$ cat config.mk
export PLATFORM = sky130hd
export DESIGN_NAME = stpc_top
export DESIGN_NICKNAME = d
export VERILOG_FILES = /design/src/rtl/stpc_pkg.sv /design/src/rtl/stpc_valid_det.sv /design/src/rtl/stpc_top.sv
export SDC_FILE = /design/constraint.sdc
export NUM_CORES = 1
export LEC_CHECK = 0
export BUFFER_PORTS_ARGS = -buffer_cell sky130_fd_sc_hd__buf_2
export CAP_MARGIN = 5
export CORE_MARGIN = 5
export CORE_UTILIZATION = 50
export CTS_BUF_LIST = sky130_fd_sc_hd__clkbuf_8
export DETAILED_ROUTE_END_ITERATION = 10
export PLACE_DENSITY = 0.68
export SLEW_MARGIN = 20
export SYNTH_ARGS = -nofsm -noshare
export SYNTH_HDL_FRONTEND = slang
export SYNTH_SLANG_ARGS = --single-unit
$ cat constraint.sdc
create_clock -name sys_clk -period 2.9 [get_ports sys_clk]
set_input_delay 0.435 -clock sys_clk [delete_from_list [all_inputs] [get_ports sys_clk]]
set_output_delay 0.435 -clock sys_clk [all_outputs]
set_load 0.03 [all_outputs]
$ cat src/rtl/stpc_pkg.sv
// Summary of operation
// - power kill low forces manual powerdown
// - both force inputs high: always active
// - thirty idle seconds cause automatic powerdown
// - powerdown puts transmitter outputs high impedance
// - receiver outputs always drive, never tristate
// - charge pump off in down state, on in wake and active
// - transmission resumes within 100 us wake
// - kill release alone does not wake
// - keep awake fall holds thirty seconds up
// - validity flag on force inputs powers device
// - transmitter output is inverted logic input
// - receiver output is inverted line input
// - data path carries at least 250 kbit/s
// - edge counts only on threshold crossing
// - validity flag rises 1 us after valid level
// - validity flag falls after 30 us invalid
// - timer stays expired once powered down
`default_nettype none
package stpc_pkg;
   localparam int unsigned CLK_MHZ        = 250;
   localparam int unsigned IDLE_SEC       = 30;
   localparam int unsigned WAKE_US        = 100;
   localparam int unsigned VALID_RISE_US  = 1;
   localparam int unsigned VALID_FALL_US  = 30;
   // cycle counts; all full-speed logic, so 250 kbit/s is trivially met
   localparam longint unsigned IDLE_CYC   = longint'(IDLE_SEC) * 64'hF4240 * CLK_MHZ;
   localparam int unsigned WAKE_CYC       = WAKE_US * CLK_MHZ;
   localparam int unsigned VALID_RISE_CYC = VALID_RISE_US * CLK_MHZ;
   localparam int unsigned VALID_FALL_CYC = VALID_FALL_US * CLK_MHZ;
   localparam logic        RST_VALID      = 1'b0;
   typedef enum logic [1:0] {
      STPC_DOWN  = 2'b00,
      STPC_WAKE  = 2'b01,
      STPC_ACTIVE = 2'b10
   } stpc_state_t;
endpackage
`default_nettype wire

$ cat src/rtl/stpc_valid_det.sv
`timescale 1ns/1ns
`default_nettype none
module stpc_valid_det #(
   parameter int unsigned NRX       = 2,
   parameter int unsigned RISE_CYC  = stpc_pkg::VALID_RISE_CYC,
   parameter int unsigned FALL_CYC  = stpc_pkg::VALID_FALL_CYC
) (
   input  wire logic           sys_clk,
   input  wire logic           reset_n,
   input  wire logic [NRX-1:0] rx_level_valid,
   output logic                line_valid
);
   localparam int W = $clog2(FALL_CYC + 2);
   logic [W-1:0] cnt;
   logic [W-1:0] next_cnt;
   logic         next_valid;
   logic         any_valid;

   // flag filters in both directions; counter runs while input and flag disagree, clears when they agree
   always_comb begin
      any_valid  = |rx_level_valid;
      next_cnt   = '0;
      next_valid = line_valid;
      if (any_valid != line_valid) begin
         next_cnt = cnt + W'(1);
         if (any_valid && cnt >= W'(RISE_CYC - 1)) begin
            next_valid = 1'b1;
            next_cnt   = '0;
         end else if (!any_valid && cnt >= W'(FALL_CYC)) begin
            next_valid = 1'b0;
            next_cnt   = '0;
         end
      end
   end

   always_ff @(posedge sys_clk) begin
      if (!reset_n) begin
         cnt        <= '0;
         line_valid <= stpc_pkg::RST_VALID;
      end else begin
         cnt        <= next_cnt;
         line_valid <= next_valid;
      end
   end

   AST_VALID_RISE: assert property (@(posedge sys_clk) disable iff (!reset_n)
      (!line_valid && (&rx_level_valid || |rx_level_valid))[*1] ##0
      $rose(|rx_level_valid) |-> ##[1:300] (line_valid || !(|rx_level_valid)))
      else $error("validity flag slow to rise");
   AST_VALID_HOLD: assert property (@(posedge sys_clk) disable iff (!reset_n)
      $fell(line_valid) |-> $past(cnt) >= W'(FALL_CYC))
      else $error("validity flag fell early");
endmodule
`default_nettype wire

$ cat src/rtl/stpc_top.sv
`timescale 1ns/1ns
`default_nettype none
module stpc_top #(
   parameter int unsigned    NTX       = 2,
   parameter int unsigned    NRX       = 2,
   parameter longint unsigned IDLE_CYC = stpc_pkg::IDLE_CYC,
   parameter int unsigned    WAKE_CYC  = stpc_pkg::WAKE_CYC
) (
   input  wire logic           sys_clk,
   input  wire logic           reset_n,
   input  wire logic           keep_awake_input,
   input  wire logic           power_kill_input,
   input  wire logic [NTX-1:0] tx_logic_in,
   output logic      [NTX-1:0] tx_line_out,
   output logic      [NTX-1:0] tx_line_oe,
   input  wire logic [NRX-1:0] rx_line_in,
   input  wire logic [NRX-1:0] rx_level_valid,
   output logic      [NRX-1:0] rx_logic_out,
   output logic      [NRX-1:0] rx_logic_oe,
   output logic                line_valid,
   output logic                charge_pump_en,
   output logic                powered_down
);
   localparam int IW = $clog2(IDLE_CYC + 1);
   localparam int WW = $clog2(WAKE_CYC + 1);

   stpc_pkg::stpc_state_t state;
   stpc_pkg::stpc_state_t next_state;
   logic [IW-1:0] idle_cnt;
   logic [IW-1:0] next_idle_cnt;
   logic [WW-1:0] wake_cnt;
   logic [WW-1:0] next_wake_cnt;
   logic          timer_done;
   logic          next_timer_done;
   logic [NTX-1:0] tx_prev;
   logic [NRX-1:0] rx_prev;
   logic          keep_prev;
   logic          activity;
   logic          keep_fall;
   logic          keep_rise;
   logic          both_high;
   logic          up_req;

   stpc_valid_det #(.NRX(NRX)) u_valid (
      .sys_clk        (sys_clk),
      .reset_n        (reset_n),
      .rx_level_valid (rx_level_valid),
      .line_valid     (line_valid)
   );

   // inputs are digital already, so any level change is a threshold crossing
   always_comb begin
      activity  = |(tx_logic_in ^ tx_prev) | |(rx_line_in ^ rx_prev);
      keep_fall = keep_prev & ~keep_awake_input;
      keep_rise = ~keep_prev & keep_awake_input;
      both_high = keep_awake_input & power_kill_input;
   end

   // idle timer; kill low or being down pins it expired until a wake cause
   always_comb begin
      next_idle_cnt   = idle_cnt;
      next_timer_done = timer_done;
      if (!power_kill_input || state == stpc_pkg::STPC_DOWN) begin
         next_timer_done = 1'b1;
      end
      if (activity || keep_fall || keep_rise || both_high) begin
         next_idle_cnt   = '0;
         next_timer_done = 1'b0;
      end else if (!timer_done) begin
         if (idle_cnt >= IW'(IDLE_CYC - 1)) begin
            next_timer_done = 1'b1;
         end else begin
            next_idle_cnt = idle_cnt + IW'(1);
         end
      end
   end

   // wake causes: both high, or edge / keep rise or fall with kill released
   always_comb begin
      up_req = power_kill_input & (both_high | ~next_timer_done);
   end

   // power state: down, charge pump settling, active
   always_comb begin
      next_state    = state;
      next_wake_cnt = '0;
      unique case (state)
         stpc_pkg::STPC_DOWN: begin
            if (up_req) next_state = stpc_pkg::STPC_WAKE;
         end
         stpc_pkg::STPC_WAKE: begin
            next_wake_cnt = wake_cnt + WW'(1);
            if (!up_req) next_state = stpc_pkg::STPC_DOWN;
            else if (wake_cnt >= WW'(WAKE_CYC - 1)) next_state = stpc_pkg::STPC_ACTIVE;
         end
         stpc_pkg::STPC_ACTIVE: begin
            if (!up_req) next_state = stpc_pkg::STPC_DOWN;
         end
         default: next_state = stpc_pkg::STPC_DOWN;
      endcase
   end

   always_ff @(posedge sys_clk) begin
      if (!reset_n) begin
         state      <= stpc_pkg::STPC_DOWN;
         idle_cnt   <= '0;
         wake_cnt   <= '0;
         timer_done <= 1'b1;
         tx_prev    <= '0;
         rx_prev    <= '0;
         keep_prev  <= 1'b0;
      end else begin
         state      <= next_state;
         idle_cnt   <= next_idle_cnt;
         wake_cnt   <= next_wake_cnt;
         timer_done <= next_timer_done;
         tx_prev    <= tx_logic_in;
         rx_prev    <= rx_line_in;
         keep_prev  <= keep_awake_input;
      end
   end

   // data path is registered once; one cycle latency, far above line rate
   always_ff @(posedge sys_clk) begin
      if (!reset_n) begin
         tx_line_out  <= '1;
         rx_logic_out <= '1;
      end else begin
         tx_line_out  <= ~tx_logic_in;
         rx_logic_out <= ~rx_line_in;
      end
   end

   // pump runs through wake so the rails settle before drivers enable
   always_comb begin
      charge_pump_en = (state != stpc_pkg::STPC_DOWN);
      tx_line_oe     = {NTX{state == stpc_pkg::STPC_ACTIVE}};
      rx_logic_oe    = '1;
      powered_down   = (state != stpc_pkg::STPC_ACTIVE);
   end

   AST_KILL_DOWN: assert property (@(posedge sys_clk) disable iff (!reset_n)
      !power_kill_input |=> state == stpc_pkg::STPC_DOWN)
      else $error("kill low did not power down");
   AST_BOTH_UP: assert property (@(posedge sys_clk) disable iff (!reset_n)
      (both_high && state == stpc_pkg::STPC_ACTIVE) |=> state == stpc_pkg::STPC_ACTIVE)
      else $error("forced on dropped out");
   AST_TX_HIZ: assert property (@(posedge sys_clk) disable iff (!reset_n)
      state != stpc_pkg::STPC_ACTIVE |-> tx_line_oe == '0)
      else $error("transmitter driving while down");
   AST_RX_DRIVE: assert property (@(posedge sys_clk) disable iff (!reset_n)
      powered_down |-> rx_logic_oe == '1)
      else $error("receiver tristated in powerdown");
   AST_PUMP: assert property (@(posedge sys_clk) disable iff (!reset_n)
      charge_pump_en == (state != stpc_pkg::STPC_DOWN))
      else $error("charge pump state wrong");
   AST_WAKE_TIME: assert property (@(posedge sys_clk) disable iff (!reset_n)
      state == stpc_pkg::STPC_WAKE |-> wake_cnt <= WW'(WAKE_CYC))
      else $error("wake took too long");
   AST_KILL_RELEASE: assert property (@(posedge sys_clk) disable iff (!reset_n)
      (state == stpc_pkg::STPC_DOWN && timer_done && !activity && !keep_awake_input
       && !keep_prev) |=> state == stpc_pkg::STPC_DOWN)
      else $error("woke without a cause");
   AST_TX_INV: assert property (@(posedge sys_clk) disable iff (!reset_n)
      ##1 tx_line_out == ~$past(tx_logic_in))
      else $error("transmitter not inverting");
   AST_RX_INV: assert property (@(posedge sys_clk) disable iff (!reset_n)
      ##1 rx_logic_out == ~$past(rx_line_in))
      else $error("receiver not inverting");
   AST_EDGE_RESTART: assert property (@(posedge sys_clk) disable iff (!reset_n)
      (activity || keep_fall) |=> (idle_cnt == '0 && !timer_done))
      else $error("idle timer not restarted");
   AST_EXPIRED_STAYS: assert property (@(posedge sys_clk) disable iff (!reset_n)
      (state == stpc_pkg::STPC_DOWN && !activity && !keep_rise && !keep_fall && !both_high)
      |=> timer_done)
      else $error("timer cleared while down");
endmodule
`default_nettype wire

# [After elaboration in Yosys (flattened, before gate mapping)]
# Index checks and enable logic that the tools add are counted.
[word_totals] elab_cells=73 register_bits=74 output_inout_bits=11 input_bits=10
[classes] n_eq_ne=7 n_bitwise=17 n_addsub=3 mux=11 n_reduce_logical=20 order_cmp=4
[op_table] cell="adder 33 x 1 -> 33 bit (second input constant)" count=1
[op_table] cell=">= comparator 33 bit (second input constant)" count=1
[op_table] cell="adder 15 x 1 -> 15 bit (second input constant)" count=1
[op_table] cell=">= comparator 15 bit (second input constant)" count=1
[op_table] cell="adder 13 x 1 -> 13 bit (second input constant)" count=1
[op_table] cell=">= comparator 13 bit (second input constant)" count=1
[op_table] cell=">= comparator 13 x 8 -> 1 bit (second input constant)" count=1
[op_table] cell="2-to-1 mux 2 bit" count=4
[op_table] cell="OR reduction 2 bit" count=4
[op_table] cell="NOT 1 bit" count=7
[op_table] cell="2-to-1 mux 1 bit" count=6
[op_table] cell="inequality test 2 bit (second input constant)" count=3
[op_table] cell="one-hot mux 2 bit (3 select lines)" count=1
[op_table] cell="AND reduction 2 bit" count=3
[op_table] cell="AND 1 bit" count=4
[op_table] cell="logical OR 1 bit" count=4
[op_table] cell="NOT 2 bit" count=2
[op_table] cell="nonzero test 2 bit" count=2
[op_table] cell="OR reduction 4 bit" count=1
[op_table] cell="XOR 2 bit" count=2
[op_table] cell="inequality test 3 bit (second input constant)" count=1
[op_table] cell="AND reduction 3 bit" count=1
[op_table] cell="equality test 2 x 1 -> 1 bit (second input constant)" count=1
[op_table] cell="equality test 2 bit (second input constant)" count=1
[op_table] cell="other kinds (5)" count=8

# [Depth between registers and ports, before layout]
[logic_depth] word_depth=12 ltp_mapped=8 mapped_depth_nobuf=7

# [Modules after synthesis]
# From an unflattened synthesis, not the netlist that was laid out.
[unflattened] cells_unflattened=434 area_unflattened_um2=3714.8
[by_module_without_submodules] module="stpc_top" seq_area_each_um2=1201.2 cells_per_inst=357 area_per_inst_um2=2930.3 instances=1
[by_module_without_submodules] module="stpc_valid_det" seq_area_each_um2=280.3 cells_per_inst=77 area_per_inst_um2=784.5 instances=1

# [Worst setup path after synthesis]
# Ideal clock, no wire load.
[synth_timing] kind="register -> register" start="register idle_cnt[21]" end="register idle_cnt[5]" path_buffers=1 arrival_time_ns=2.229 period_less_slack_ns=2.364 stages_incl_launch_ff=8 slack_ns=0.536 required_ns=2.765 setup_time_ns=0.135 path_cell_list="dfxtp_1 -> or4_4 -> or3b_4 -> a211oi_2 -> o22ai_1 -> buf_2 -> o311ai_0 -> o41ai_1"
[synth_between] elab_chain_len=3
[synth_lines] item="start, declared" line_no="stpc_top.sv:29" source="logic [IW-1:0] idle_cnt;"
[synth_lines] item="start signal, assigned" line_no="stpc_top.sv:114" source="idle_cnt <= next_idle_cnt;"
[synth_lines] item=">= comparator 33 bit" line_no="stpc_top.sv:70" source="if (idle_cnt >= IW'(IDLE_CYC - 1)) begin"
[synth_lines] item="NOT 1 bit (no source line)"
[synth_lines] item="AND reduction 2 bit (no source line)"
# Every way passes these cells.
# A chain may end at the register's enable or synchronous reset.

# [Worst setup path in the final report]
[layout_timing] start="register idle_cnt[21]" end="register idle_cnt[14]"
# Same word-level chain as after synthesis.

==> tab_implementation.tex <==
\begin{tabular}{lr}
\hline
Metric & Value \\
\hline
\multicolumn{2}{l}{\textbf{Run status}} \\
Status & finished, final reports clean \\
\multicolumn{2}{l}{\textbf{Final layout}} \\
Final nets & 444 \\
Sequential cell area in the final layout & 1480 um\^{}2 \\
Area overhead of the layout relative to synthesis & 11.9\% \\
Share of layout cells above drive strength 1 & 10.8\% \\
Diode insertion count for antenna repair & 0 \\
FILL cells & 613 \\
Footprint of the multi-input gates & 1880 um\^{}2 \\
Number of standard cells in the final layout excluding fillers & 530 \\
Final standard cell area without fillers & 3890 um\^{}2 \\
\multicolumn{2}{l}{\textbf{Setup path}} \\
Data arrival at the endpoint of the critical path & 2.88 ns \\
Kind of launch point of the worst setup path & flip-flop \\
Worst setup path class & reg -> reg \\
Data required time at the worst endpoint & 3.17 ns \\
Crit-path max FO & 13 \\
Worst Setup End Kind & flip-flop \\
\multicolumn{2}{l}{\textbf{Pwr}} \\
Static Leakage & 0.00135 uW \\
Max rail drop VDD & 0.343 mV \\
Power density over the cells & 518 nW/um\^{}2 \\
\multicolumn{2}{l}{\textbf{Drt}} \\
DRC violations left & 0 \\
Number of nets with antenna violations after detailed routing & 0 \\
Number of iterations in the first detailed-routing pass & 4 \\
Total number of vias & 2925 \\
Wire length per cell & 13.2 um \\
DRT Wirelength & 7010 um \\
Violation count after the first detailed-routing iteration & 135 \\
Vias per inst & 5.52 \\
\multicolumn{2}{l}{\textbf{Global route}} \\
Overall global routing resource usage & 17.4\% \\
Largest net degree at the start of global routing & 32 \\
Global-route wire length before repair & 12200 um \\
GRT overflow & 0 \\
Number of antenna violations at the first check in global routing & 0 \\
Number of global-route vias before repair & 2779 \\
\multicolumn{2}{l}{\textbf{Synthesis}} \\
Most used flip-flop cell after synthesis & dfxtp\_1 \\
Leading cell type by number of instances after synthesis & dfxtp\_1 \\
Count of flip-flops with a built-in enable after synthesis & 0 \\
Arithmetic-cell share of the synthesized area counting full adders, half adders and majority gates & 1.80\% \\
Leading cell types by count after synthesis & dfxtp\_1 (74), nor2\_1 (57), nand3\_1 (29) \\
Syn Std Cell Area & 3480 um\^{}2 \\
Number of library cell types mapped by synthesis & 50 \\
Cell type with the largest total area after synthesis & dfxtp\_1 \\
Syn Inst Count & 411 \\
Number of flip-flops and latches in the synthesized netlist & 74 \\
Compound-cell area share of the yosys netlist & 12.7\% \\
Fraction of synthesized cell area taken by the top area cell type & 42.6\% \\
Post-synthesis simple-gate area fraction & 28.7\% \\
Synthesis Warnings & 0 \\
Synth Area in XOR/XNOR & 10.3\% \\
Main area contributors after synthesis & dfxtp\_1 (43\%), xor2\_1 (7.1\%), nor2\_1 (6.2\%) \\
Async SR Flop Fraction & 0\% \\
Dominant combinational cell family by area after synthesis & simple AND/OR/NAND/NOR gates \\
Mux cell area share after synthesis & 0\% \\
Portion of the post-synthesis area used by sequential elements & 42.6\% \\
Average size of a mapped cell & 8.46 um\^{}2 \\
\multicolumn{2}{l}{\textbf{Timing}} \\
Number of hold violations in the final report & 0 \\
Minimum period implied by the final worst setup slack & 2.61 ns \\
RSZ-0062 raised after global routing & false \\
Setup total negative slack & 0 ns \\
Final Slew Violations & 0 \\
Number of endpoints failing setup at the final stage & 0 \\
Timing-limited maximum frequency & 384 MHz \\
Transition at the pin with the smallest max-transition slack & 0.759 ns \\
Post-route clock skew & 0.00953 ns \\
Max-slew headroom & 49.1\% \\
Share of the clock period used by the worst path & 89.9\% \\
\multicolumn{2}{l}{\textbf{Flow run}} \\
MaxCap Viol Count & 0 \\
\multicolumn{2}{l}{\textbf{Floorplanning}} \\
Die ar. & 8720 um\^{}2 \\
Die Height & 93.4 um \\
Initial cell density of the core & 51.2\% \\
Width of the die & 93.4 um \\
Ports & 21 \\
Std-Cell Core Area & 6790 um\^{}2 \\
FP Rows & 30 \\
\multicolumn{2}{l}{\textbf{Clock tree}} \\
Hold-fix buffers at CTS & 0 \\
Total number of H-tree levels & 3 \\
Root buf cell & clkbuf\_8 \\
Number of buffers on the longest clock path & 2 \\
Worst-path clk slew & 0.08 ns \\
Clock insertion delay at the later pin of the skew report & 0.35 ns \\
Sinks on the clock net & 74 \\
Number of buffers added by the clock tree synthesis step & 9 \\
Clock tree from TritonCTS & yes \\
\multicolumn{2}{l}{\textbf{Placement}} \\
Placed instance count & 514 \\
Post-detail-place hpwl & 4820 um \\
PortBufs & 18 \\
Gpl congestion & 0.792 \\
Placed standard-cell area & 3650 um\^{}2 \\
\multicolumn{2}{l}{\textbf{Hold path}} \\
Worst hold path class & in -> reg \\
\hline
\end{tabular}
[flip-flops by register name, summed over array words and instances, names as in the netlist]
register and flops:
keep_prev 1, timer_done 1, idle_cnt 33, u_valid.line_valid 1
tx_prev 2, u_valid.cnt 13, rx_logic_out 2, state 2
tx_line_out 2, rx_prev 2, wake_cnt 15
[worst max-delay path, cell delays in order, from the launching register on]
cell      delay [ns]
dfxtp_1         0.35
or4_4           0.55
or3b_4          0.41
a211oi_2        0.30
o21ai_1         0.33
or3_1           0.44
a21oi_1         0.16
[metrics by stage]
stage / power, uW / worst slack [ns] / hold WS [ns] / util, %
floorplan: 1110 / 0.536 / 0.442 / -
global placement: 1120 / 0.296 / 0.458 / 53.7
detailed placement: 1120 / 0.234 / 0.465 / 53.7
CTS: 2040 / 0.197 / 0.263 / 57.2
global route: 2100 / 0.152 / 0.280 / 57.3
finish: 2020 / 0.294 / 0.287 / 57.3
[cell families (layout without fill, tap and decap cells)]
group,after synthesis,after routing
AOI/OAI and AO/OA,69,69
xor gates and xnor gates,41,41
adders and majority gates,5,5
buffers and inverters,31,53
DFF,74,74
other,1,2
and+or+nand+nor,190,190
[placed cells by master, fill, tap and decap left out, types with 2 or more instances in the layout]
cell	instances
dfxtp_1	74
nor2_1	57
nand3_1	29
xor2_1	28
nand2_1	26
a21oi_1	20
o21ai_0	19
buf_2	18
nand4_1	17
inv_1	15
xnor2_1	13
or3_1	13
clkbuf_8	11
nor4_1	8
nand4b_1	6
and4_1	5
ha_1	5
or4_1	4
nor3_1	4
nand3b_1	4
and2_1	4
buf_4	4
or2_2	3
a31oi_1	3
and3_1	3
o31ai_1	3
clkinv_4	3
nand2b_1	2
a211o_1	2
a21o_1	2
o41ai_1	2
o2111ai_1	2
o21bai_1	2
o311ai_0	2
a41o_1	2
conb_1	2
bufinv_16	2
[power by group]
part | total (uW) | internal, uW | switching (uW) | leakage, uW
clock network | 917 | 536 | 381 | 0.000120
logic | 64.6 | 20.6 | 44.0 | 0.000629
registers | 1040 | 1030 | 8.74 | 0.000600
[path summary, 6_finish.rpt]
kind / startpoint / to / slack [ns] / cells past startpoint
setup / recovery: idle_cnt[21] / idle_cnt[14] / 0.29 / 6
hold / removal: tx_logic_in[0] / tx_line_out[0] / 0.29 / 2
hold reg to reg: wake_cnt[0] / wake_cnt[0] / 0.48 / 1
setup reg to reg: idle_cnt[21] / idle_cnt[14] / 0.29 / 6
[layer usage]
layer  global-route usage, %  vias up  wire length [um]  part of all wire [%]
met3                    5.15       10               249                   3.6
li1                        -     1503                 -                     -
met5                       0        -                 0                     0
met1                    21.2     1369              3320                    47
met2                    28.5       43              3330                    48
met4                    7.33        0               109                   1.6
[layout make-up]
| class | count | share of cell area, % |
|---|---|---|
| multi-input combinational | 307 | 48.2 |
| timing repair buffer | 22 | 3.09 |
| sequential | 74 | 38.1 |
| clock inverter | 5 | 2.22 |
| clock buffer | 11 | 3.89 |
| tap | 96 | 3.09 |
| inverter | 15 | 1.45 |
[repair_timing]
| item | in CTS | in global routing |
|---|---|---|
| endpoints found under the setup margin | 0 | 1 |
| endpoints found under the hold margin | 0 | 0 |
| buffers inserted | 0 | 0 |
| gates resized for setup | 0 | 1 |
Note: power is estimated with default switching activity, not from simulation.
